[src/hw/counter_pkg.sv]
/*
 Shared constants for the 4-bit synchronous counter block:
 register offsets, field positions, reset values and state codes.
 Assumes a 32-bit AXI4-Lite register bus with byte addresses.
*/
package counter_pkg;

	// ==========================================================
	// counter geometry
	localparam int COUNT_W = 4;               // width of the count state
	localparam logic [3:0] COUNT_ZERO = 4'h0; // cleared state
	localparam logic [3:0] BCD_LAST = 4'h9;   // final decade state
	localparam logic [3:0] BIN_LAST = 4'hF;   // final binary state
	localparam logic [3:0] COUNT_STEP = 4'h1; // one count

	// ==========================================================
	// register bus
	localparam int AXI_ADDR_W = 8;                  // byte address width
	localparam int AXI_DATA_W = 32;                 // data width
	localparam logic [7:0] WORD_MASK = 8'hFC;       // drops byte lane bits
	localparam logic [7:0] CTRL_OFF = 8'h00;        // control register
	localparam logic [7:0] STATUS_OFF = 8'h04;      // live state
	localparam logic [7:0] WRAP_OFF = 8'h08;        // terminal events
	localparam logic [1:0] RESP_OKAY = 2'h0;        // normal answer
	localparam logic [1:0] RESP_SLVERR = 2'h2;      // unmapped offset

	// ==========================================================
	// field positions and reset values
	localparam int CTRL_DECADE_BIT = 0; // 1 = decade, 0 = binary
	localparam int CTRL_GATE_BIT = 1;   // gates the parallel enable
	localparam int CTRL_CLEAR_BIT = 2;  // holds the count at zero
	localparam int STAT_TERM_BIT = 4;   // terminal flag copy
	localparam int STAT_DEC_BIT = 5;    // variant copy
	localparam logic CTRL_DECADE_RST = 1'b1;
	localparam logic CTRL_GATE_RST = 1'b1;
	localparam logic CTRL_CLEAR_RST = 1'b0;

	// ==========================================================
	// types
	typedef enum logic {
		VAR_BINARY = 1'b0,
		VAR_DECADE = 1'b1
	} variant_t;

	typedef enum logic [1:0] {
		WR_IDLE = 2'h1,
		WR_RESP = 2'h2
	} wr_state_t;

	typedef enum logic [1:0] {
		RD_IDLE = 2'h1,
		RD_DATA = 2'h2
	} rd_state_t;

endpackage

[src/hw/count_stage.sv]
/*
 One counting stage: 4-bit state, preset, two enables, async clear,
 terminal flag. Assumes its control inputs come from logic on clk.
*/
`timescale 1ns/1ps

module count_stage (
	input  wire logic                              clk,
	input  wire logic                              rst,
	input  wire logic                              masterClearN,
	input  wire logic                              syncClear,
	input  wire logic                              clockRise,
	input  wire logic                              parallelLoadN,
	input  wire logic                              countEnableParallel,
	input  wire logic                              countEnableTrickle,
	input  wire counter_pkg::variant_t             variant,
	input  wire logic [counter_pkg::COUNT_W-1:0]   presetInputs,
	output logic      [counter_pkg::COUNT_W-1:0]   countOutputs,
	output logic                                   terminalFlag
);
	import counter_pkg::*;

	// ==========================================================
	// state
	typedef struct packed {
		logic [COUNT_W-1:0] count; // the count itself
	} stage_t;

	localparam stage_t STAGE_RST = '{count: COUNT_ZERO};

	stage_t stage_r;    // registered state
	stage_t stage_nxt;  // next state
	logic   clearAct;   // async clear, from reset or pin
	logic   countEn;    // combined enable
	logic   atLast;     // final-state decode
	logic [COUNT_W-1:0] stepped; // count plus one

	assign clearAct = rst | ~masterClearN;

	assign countEn = countEnableParallel & countEnableTrickle;

	assign atLast = (variant == VAR_DECADE) ? (stage_r.count == BCD_LAST)
		: (stage_r.count == BIN_LAST);
	assign terminalFlag = countEnableTrickle & atLast;

	assign stepped = stage_r.count + COUNT_STEP;

	// ==========================================================
	// next state: clear, then preset, then count, else hold
	always_comb begin
		stage_nxt = stage_r;
		if (syncClear) begin
			stage_nxt.count = COUNT_ZERO;
		end else if (clockRise) begin
			if (!parallelLoadN) begin
				stage_nxt.count = presetInputs;
			end else if (countEn) begin
				if (variant == VAR_DECADE && stage_r.count == BCD_LAST) begin
					stage_nxt.count = COUNT_ZERO;
				end else begin
					// states above nine climb to 15 then wrap to zero
					stage_nxt.count = stepped;
				end
			end
		end
	end

	always_ff @(posedge clk or posedge clearAct) begin
		if (clearAct) begin
			stage_r <= STAGE_RST;
		end else begin
			stage_r <= stage_nxt;
		end
	end

	assign countOutputs = stage_r.count;

endmodule // count_stage

[src/hw/sync_four_bit_counter.sv]
/*
 Top of the 4-bit synchronous counter with an AXI4-Lite slave for
 control and status. Assumes the counter controls come from logic on
 clk (cascaded stages share the clock), and master_clear_n may be
 asynchronous.
*/
// What this block does
// - 4-bit state changes only on clock edges or async clear
// - counts on rising edge, never falling
// - combined enable is parallel AND trickle
// - load high and enable: count, else hold
// - load low presets from inputs synchronously
// - binary variant counts straight binary
// - decade variant counts zero to nine
// - async clear forces zero, overrides all
// - terminal flag: trickle AND final state
// - terminal flag feeds next stage enables
`timescale 1ns/1ps

module sync_four_bit_counter #(
	parameter int WRAP_W = 16 // width of the terminal event counter
) (
	input  wire logic                                 clk,
	input  wire logic                                 rst,
	// write address channel
	input  wire logic [counter_pkg::AXI_ADDR_W-1:0]   awaddr,
	input  wire logic                                 awvalid,
	output logic                                      awready,
	// write data channel
	input  wire logic [counter_pkg::AXI_DATA_W-1:0]   wdata,
	input  wire logic [3:0]                           wstrb,
	input  wire logic                                 wvalid,
	output logic                                      wready,
	// write response channel
	output logic      [1:0]                           bresp,
	output logic                                      bvalid,
	input  wire logic                                 bready,
	// read address channel
	input  wire logic [counter_pkg::AXI_ADDR_W-1:0]   araddr,
	input  wire logic                                 arvalid,
	output logic                                      arready,
	// read data channel
	output logic      [counter_pkg::AXI_DATA_W-1:0]   rdata,
	output logic      [1:0]                           rresp,
	output logic                                      rvalid,
	input  wire logic                                 rready,
	// counter pins
	input  wire logic                                 masterClearN,
	input  wire logic                                 clockRise,
	input  wire logic                                 parallelLoadN,
	input  wire logic                                 countEnableParallel,
	input  wire logic                                 countEnableTrickle,
	input  wire logic [counter_pkg::COUNT_W-1:0]      presetInputs,
	output logic      [counter_pkg::COUNT_W-1:0]      countOutputs,
	output logic                                      terminalFlag
);
	import counter_pkg::*;

	// ==========================================================
	// elaboration checks
	// the event counter must fit in one bus word
	if (WRAP_W < 1 || WRAP_W > AXI_DATA_W) begin : gWrapCheck
		$error("WRAP_W must lie between 1 and the bus width");
	end

	// ==========================================================
	// state of this module
	typedef struct packed {
		wr_state_t              wrState; // write channel state
		logic                   awHeld;  // address taken, not used
		logic [AXI_ADDR_W-1:0]  awAddr;  // held write address
		logic                   wHeld;   // data taken, not used
		logic [AXI_DATA_W-1:0]  wData;   // held write data
		logic [3:0]             wStrb;   // held byte enables
		logic [1:0]             bResp;   // write answer
		rd_state_t              rdState; // read channel state
		logic [AXI_DATA_W-1:0]  rData;   // read answer data
		logic [1:0]             rResp;   // read answer code
		logic                   decade;  // variant select
		logic                   gate;    // parallel enable gate
		logic                   swClear; // software hold at zero
		logic [WRAP_W-1:0]      wrapCount; // terminal carries
	} regs_t;

	localparam regs_t REGS_RST = '{
		wrState: WR_IDLE,
		rdState: RD_IDLE,
		decade:  CTRL_DECADE_RST,
		gate:    CTRL_GATE_RST,
		swClear: CTRL_CLEAR_RST,
		default: '0
	};

	regs_t    regs_r;    // registered state
	regs_t    regs_nxt;  // next state
	variant_t variant;   // decoded variant for the stage
	logic     gatedCep;  // parallel enable after software gate
	logic     carryOut;  // stage leaves its final state this edge
	logic     awFire;    // write address handshake
	logic     wFire;     // write data handshake
	logic     arFire;    // read address handshake

	// ==========================================================
	// handshake outputs, combinational from state
	// a second address may be taken while the answer waits;
	// the master keeps one write in flight so this stays unused
	assign awready = ~regs_r.awHeld;
	assign wready  = ~regs_r.wHeld;
	assign bvalid  = (regs_r.wrState == WR_RESP);
	assign bresp   = regs_r.bResp;
	assign arready = (regs_r.rdState == RD_IDLE);
	assign rvalid  = (regs_r.rdState == RD_DATA);
	assign rdata   = regs_r.rData;
	assign rresp   = regs_r.rResp;

	assign awFire = awvalid & awready;
	assign wFire  = wvalid & wready;
	assign arFire = arvalid & arready;

	// ==========================================================
	// steering from software into the stage
	assign variant  = regs_r.decade ? VAR_DECADE : VAR_BINARY;

	assign gatedCep = countEnableParallel & regs_r.gate;

	// one carry per wrap: an enabled count edge at the final state;
	// the preset and both clears suppress it
	assign carryOut = clockRise & parallelLoadN & gatedCep
		& terminalFlag & ~regs_r.swClear & masterClearN;

	// ==========================================================
	// the counting stage
	// flag drives next stage
	// terminalFlag is combinational so a chained stage sees it
	// in the same cycle and all stages count on one edge
	count_stage uStage (
		.clk                 (clk),
		.rst                 (rst),
		.masterClearN        (masterClearN),
		.syncClear           (regs_r.swClear),
		.clockRise           (clockRise),
		.parallelLoadN       (parallelLoadN),
		.countEnableParallel (gatedCep),
		.countEnableTrickle  (countEnableTrickle),
		.variant             (variant),
		.presetInputs        (presetInputs),
		.countOutputs        (countOutputs),
		.terminalFlag        (terminalFlag)
	);

	// ==========================================================
	// next state for the bus slave and the registers
	always_comb begin
		logic [AXI_DATA_W-1:0] word;  // read mux result
		logic [AXI_ADDR_W-1:0] rdOff; // aligned read offset
		logic [AXI_ADDR_W-1:0] wrOff; // aligned write offset
		logic                  clrWrap; // software clears events
		word     = '0;
		rdOff    = araddr & WORD_MASK;
		wrOff    = regs_r.awAddr & WORD_MASK;
		clrWrap  = 1'b0;
		regs_nxt = regs_r;

		// capture each write channel on its own handshake
		if (awFire) begin
			regs_nxt.awHeld = 1'b1;
			regs_nxt.awAddr = awaddr;
		end
		if (wFire) begin
			regs_nxt.wHeld = 1'b1;
			regs_nxt.wData = wdata;
			regs_nxt.wStrb = wstrb;
		end

		// write: act once both halves are held
		unique case (regs_r.wrState)
			WR_IDLE: begin
				if (regs_r.awHeld && regs_r.wHeld) begin
					regs_nxt.awHeld  = 1'b0;
					regs_nxt.wHeld   = 1'b0;
					regs_nxt.wrState = WR_RESP;
					regs_nxt.bResp   = RESP_OKAY;
					if (wrOff == CTRL_OFF) begin
						// only byte lane 0 carries control bits
						if (regs_r.wStrb[0]) begin
							regs_nxt.decade  = regs_r.wData[CTRL_DECADE_BIT];
							regs_nxt.gate    = regs_r.wData[CTRL_GATE_BIT];
							regs_nxt.swClear = regs_r.wData[CTRL_CLEAR_BIT];
						end
					end else if (wrOff == WRAP_OFF) begin
						// any write clears, whatever the data
						clrWrap = 1'b1;
					end else if (wrOff == STATUS_OFF) begin
						// status is read-only; write is dropped
						regs_nxt.bResp = RESP_OKAY;
					end else begin
						// unmapped offset
						regs_nxt.bResp = RESP_SLVERR;
					end
				end
			end
			WR_RESP: begin
				// hold the answer until the master takes it
				if (bready) begin
					regs_nxt.wrState = WR_IDLE;
				end
			end
		endcase

		// event counter: an event in the clearing cycle survives
		if (clrWrap) begin
			regs_nxt.wrapCount = '0;
		end
		if (carryOut) begin
			// a sized one keeps the sum at WRAP_W bits, even for WRAP_W of 1
			regs_nxt.wrapCount = (clrWrap ? '0 : regs_r.wrapCount)
				+ WRAP_W'(1);
		end

		// read: one word per address, answer a cycle later
		unique case (regs_r.rdState)
			RD_IDLE: begin
				if (arFire) begin
					regs_nxt.rdState = RD_DATA;
					regs_nxt.rResp   = RESP_OKAY;
					if (rdOff == CTRL_OFF) begin
						word[CTRL_DECADE_BIT] = regs_r.decade;
						word[CTRL_GATE_BIT]   = regs_r.gate;
						word[CTRL_CLEAR_BIT]  = regs_r.swClear;
					end else if (rdOff == STATUS_OFF) begin
						// live count with the flag beside it
						word[COUNT_W-1:0]   = countOutputs;
						word[STAT_TERM_BIT] = terminalFlag;
						word[STAT_DEC_BIT]  = regs_r.decade;
					end else if (rdOff == WRAP_OFF) begin
						word[WRAP_W-1:0] = regs_r.wrapCount;
					end else begin
						// unmapped offset reads zero with an error
						regs_nxt.rResp = RESP_SLVERR;
					end
					regs_nxt.rData = word;
				end
			end
			RD_DATA: begin
				// data stands until the master takes it
				if (rready) begin
					regs_nxt.rdState = RD_IDLE;
				end
			end
		endcase
	end

	// ==========================================================
	// state register
	// bus side is reset only by rst; the pin clear touches
	// the count alone so software settings survive it
	always_ff @(posedge clk or posedge rst) begin
		if (rst) begin
			regs_r <= REGS_RST;
		end else begin
			regs_r <= regs_nxt;
		end
	end

endmodule // sync_four_bit_counter

[config.mk]
export PLATFORM = sky130hd
export DESIGN_NAME = sync_four_bit_counter
export DESIGN_NICKNAME = d
export VERILOG_FILES = /design/src/hw/counter_pkg.sv /design/src/hw/count_stage.sv /design/src/hw/sync_four_bit_counter.sv
export SDC_FILE = /design/constraint.sdc
export NUM_CORES = 1
export LEC_CHECK = 0
export ABC_AREA = 1
export CELL_PAD_IN_SITES_DETAIL_PLACEMENT = 0
export CELL_PAD_IN_SITES_GLOBAL_PLACEMENT = 2
export CORE_ASPECT_RATIO = 1.2
export CORE_MARGIN = 1
export CORE_UTILIZATION = 35
export DETAILED_ROUTE_END_ITERATION = 12
export DONT_BUFFER_PORTS = 1
export GPL_TIMING_DRIVEN = 0
export PLACE_DENSITY = 0.82
export SLEW_MARGIN = 20
export SYNTH_ARGS = -nofsm -noshare
export SYNTH_HDL_FRONTEND = slang
export SYNTH_HIERARCHICAL = 1
export SYNTH_SLANG_ARGS = --single-unit
[constraint.sdc]
create_clock -name clk -period 2.75 [get_ports clk]
set_input_delay 0.1375 -clock clk [delete_from_list [all_inputs] [get_ports clk]]
set_output_delay 0.1375 -clock clk [all_outputs]
set_load 0.005 [all_outputs]
==> out/qor.csv <==
stage,metric,value,unit
setup_path,R2R Path End,regs_r[12],
setup_path,largest fanout of any net on the critical path,10,
setup_path,CP Launch Type,register,
global_routing,initial antenna violation count,0,
placed_design,GP Congestion,0.740,
run_status,outcome,"finished, final reports clean",
setup_path,Worst setup EP type,register,
setup_path,R2R cell count,14,
global_routing,Total GRT Usage,0.143,
power,Int Pwr,1.83,mW
worst_hold_path,Min-Delay Path Class,in2reg,
die,Starting Density,0.367,
setup_path,instance count on the critical path,14,
clocking,Worst-Skew Late Latency,330,ps
yosys,Post-synth EDFFs,0,
final_layout,Layout area overhead,20.6,%
drt,Post-Route WL,6460,um
clocking,clock-pin slew on the worst setup and hold paths,70,ps
power,Leak,2.11,nW
setup_path,Critical Setup Path Class,reg2reg,
yosys,syn avg cell area,8.19,um2
drt,Final ANT Viol Nets,0,
yosys,post-synthesis cell count,390,
setup_path,r2r startpoint,regs_r[102],
drt,DRC Markers,0,
power,power share of the sequential group,0.427,
setup_path,CP endpoint,regs_r[12],
power,Max IR drop VDD,0.308,mV
global_routing,vias in the first global route,2295,
yosys,"Seq/Total Area, Yosys",0.448,
die,die area,9510,um2
setup_path,Buf/Inv on CP,4,
die,Ports,114,
final_layout,# fillers,925,
setup_path,"Largest stage delay, worst path",420,ps
final_layout,fin nets,509,
power,power density over the cells,664,nW/um2
drt,DRT iter0 DRCs,97,
setup_path,CP startpoint,regs_r[102],
setup_path,Critical Path Slowest Stage Cell,dfrtp_1,
setup_path,Worst R2R Setup Slack,420,ps
sta,Tmin final,2330,ps
sta,Hold Fails Final Rpt,0,
drt,Via density,4.35,
power,clock share of power,0.381,
sta,fmax,429,MHz
drt,vias,2436,
power,P_sw,731,uW
drt,WL/cell,11.5,um
yosys,share of the synthesized area in the top cell type,0.415,
yosys,Yosys reg bits,57,
yosys,Synth area leader,dfrtp_1,
clocking,clock tree buffer depth,2,
die,row cnt,37,
yosys,synthesized cell area,3190,um2
sta,actual slew at the worst max-slew pin,662,ps
drt,Pre-antenna DRT Iters,4,
sta,Total Neg Setup Slack,0,ps
clocking,CTS Sinks,57,
yosys,"top cells by area, synth","dfrtp_1 (42%), nand2_1 (11%), buf_4 (8.5%)",
clocking,CTS Buf Count,9,
final_layout,fin util,0.442,
yosys,commonest cells in the netlist,"nand2_1 (93), inv_1 (55), dfrtp_1 (53), buf_4 (36), nor2_1 (32)",
global_routing,largest net degree at the start of global routing,54,
final_layout,Diodes inserted,0,
placed_design,input/output buffers,0,
setup_path,CP Cell Sequence,"nand2_2, nor2_4, nand3_4, buf_12, buf_6, nand2_1, inv_1, ha_1, inv_1, nor3_1, nand3_2, nor3_2, nand2_1, xor2_1",
yosys,"Top FF cell, synth",dfrtp_1,
setup_path,WP data arrival,2550,ps
job,max cap viols,0,
die,die height,107,um
clocking,root buf cell,clkbuf_8,
yosys,Synth cell types,35,
sta,final worst-path cycle share,0.847,
clocking,post-CTS resize count,0,
die,total core area,8700,um2
placed_design,dpl hpwl,4750,um
sta,max-slew violations,0,
clocking,total number of H-tree levels,3,
global_routing,first-pass GRT wire length,10300,um
setup_path,"Data required, critical path",2970,ps
sta,Rel. slew slack,0.559,
sta,clock skew,6.26,ps
clocking,Post-CTS Setup Bufs,0,
sta,RSZ-0062 raised after global routing,false,
sta,final setup violation count,0,
yosys,"FFs w/ async S/R, synth",1.00,
yosys,Ys Warns,6,
clocking,CTS tree,yes,
clocking,hold buffers post-CTS,20,
power,Comb power frac,0.192,
yosys,most common cell in the synthesized netlist,nand2_1,
global_routing,grt total ovfl,0,
setup_path,family with the most delay on the worst path,simple AND/OR/NAND/NOR gates,
power,switching portion of total power,0.286,
final_layout,layout cell share with drive strength beyond 1,0.194,
die,Die Wd,89.2,um
==> cell type report <==
| cell class | count | area (um2) | area share |
|---|---|---|---|
| plain buffers | 42 | 318 | 0.0825 |
| clock buffers | 11 | 141 | 0.0367 |
| clock inverters | 5 | 103 | 0.0266 |
| inverters | 57 | 216 | 0.0562 |
| multi-input cells | 251 | 1290 | 0.336 |
| flip-flops and latches | 57 | 1430 | 0.372 |
| well taps | 117 | 146 | 0.0380 |
| repair buffers | 20 | 200 | 0.0520 |
==> worst register-to-register path: stages (launching register included) <==
cell     delay, ps
dfrtp_1        420
nand2_2        130
nor2_4          60
nand3_4        120
buf_12         150
buf_6          160
nand2_1         70
inv_1           60
ha_1           170
inv_1           40
nor3_1         220
nand3_2        130
nor3_2         220
nand2_1        110
xor2_1         150
==> power by group through the flow <==
stage / Sequential [mW] / Clock [mW] / Combinational [mW]
final: 1.09 / 0.973 / 0.492
after global routing: 1.11 / 1.04 / 0.566
after CTS: 1.09 / 0.995 / 0.499
after detailed placement: 1.11 / 0 / 0.472
after global placement: 1.10 / 0 / 0.461
after floorplan: 1.08 / 0 / 0.402
==> routing by layer <==
metal  global-route usage  part of all wire  up-vias
li1                     -                 -     1256
met1                0.172              0.47     1117
met2                0.242              0.48       59
met3               0.0346             0.046        4
met4               0.0578            0.0098        0
met5                    0                 0        -
==> per-stage QoR <==
stage          area, um2  instances  worst slack (ps)  power (mW)  hold WS [ps]
3_5_place_dp        3410        524               398        1.58          50.2
2_1_floorplan       3260        407               757        1.48         -7.06
4_1_cts             3850        560               369        2.59          5.20
6_report            3850        560               420        2.56          18.1
3_3_place_gp        3400        524               425        1.57          43.8
5_1_grt             3850        560               201        2.71          17.6
==> flip-flops by register name, indices dropped and copies added, names as in the netlist <==
signal,flops
rresp,1
regs_r,35
rdata,16
bresp,1
uStage/countOutputs,4
==> worst min path at each step <==
stage                    start                     end  slack, ps  depth (start not counted)
2_1_floorplan              rst  uStage/countOutputs[0]         -7                          1
3_3_place_gp               rst  uStage/countOutputs[2]         40                          1
3_5_place_dp               rst  uStage/countOutputs[2]         50                          1
4_1_cts        presetInputs[2]  uStage/countOutputs[2]          5                          4
5_1_grt        presetInputs[1]  uStage/countOutputs[1]         20                          4
6_report       presetInputs[1]  uStage/countOutputs[1]         20                          4
==> cells in the final DEF (no fill, tap or decap), drive strengths merged, types with 2 or more instances in the layout <==
cell         count
nand2           99
inv             57
dfrtp           53
nor2            40
buf             38
o21ai           25
dlygate4sd3     20
conb            18
nand3           16
a21oi           15
clkbuf          15
xor2             9
nand4            7
nor3             6
xnor2            4
dfstp            4
mux2             3
ha               3
bufinv           3
o31ai            2
==> logic make-up (layout without fill, tap and decap cells) <==
| kind of cell | count (synthesis) | count (layout) | share of synthesized area |
|---|---|---|---|
| AOI/OAI and AO/OA | 44 | 44 | 0.0717 |
| xor gates and xnor gates | 13 | 13 | 0.0357 |
| adders and majority gates | 3 | 3 | 0.0118 |
| buffers and inverters | 99 | 135 | 0.167 |
| DFF | 57 | 57 | 0.448 |
| muxes | 3 | 3 | 0.0106 |
| other | 1 | 18 | 0.00117 |
| and+or+nand+nor | 170 | 170 | 0.254 |
(Power assumes the default switching activity.)
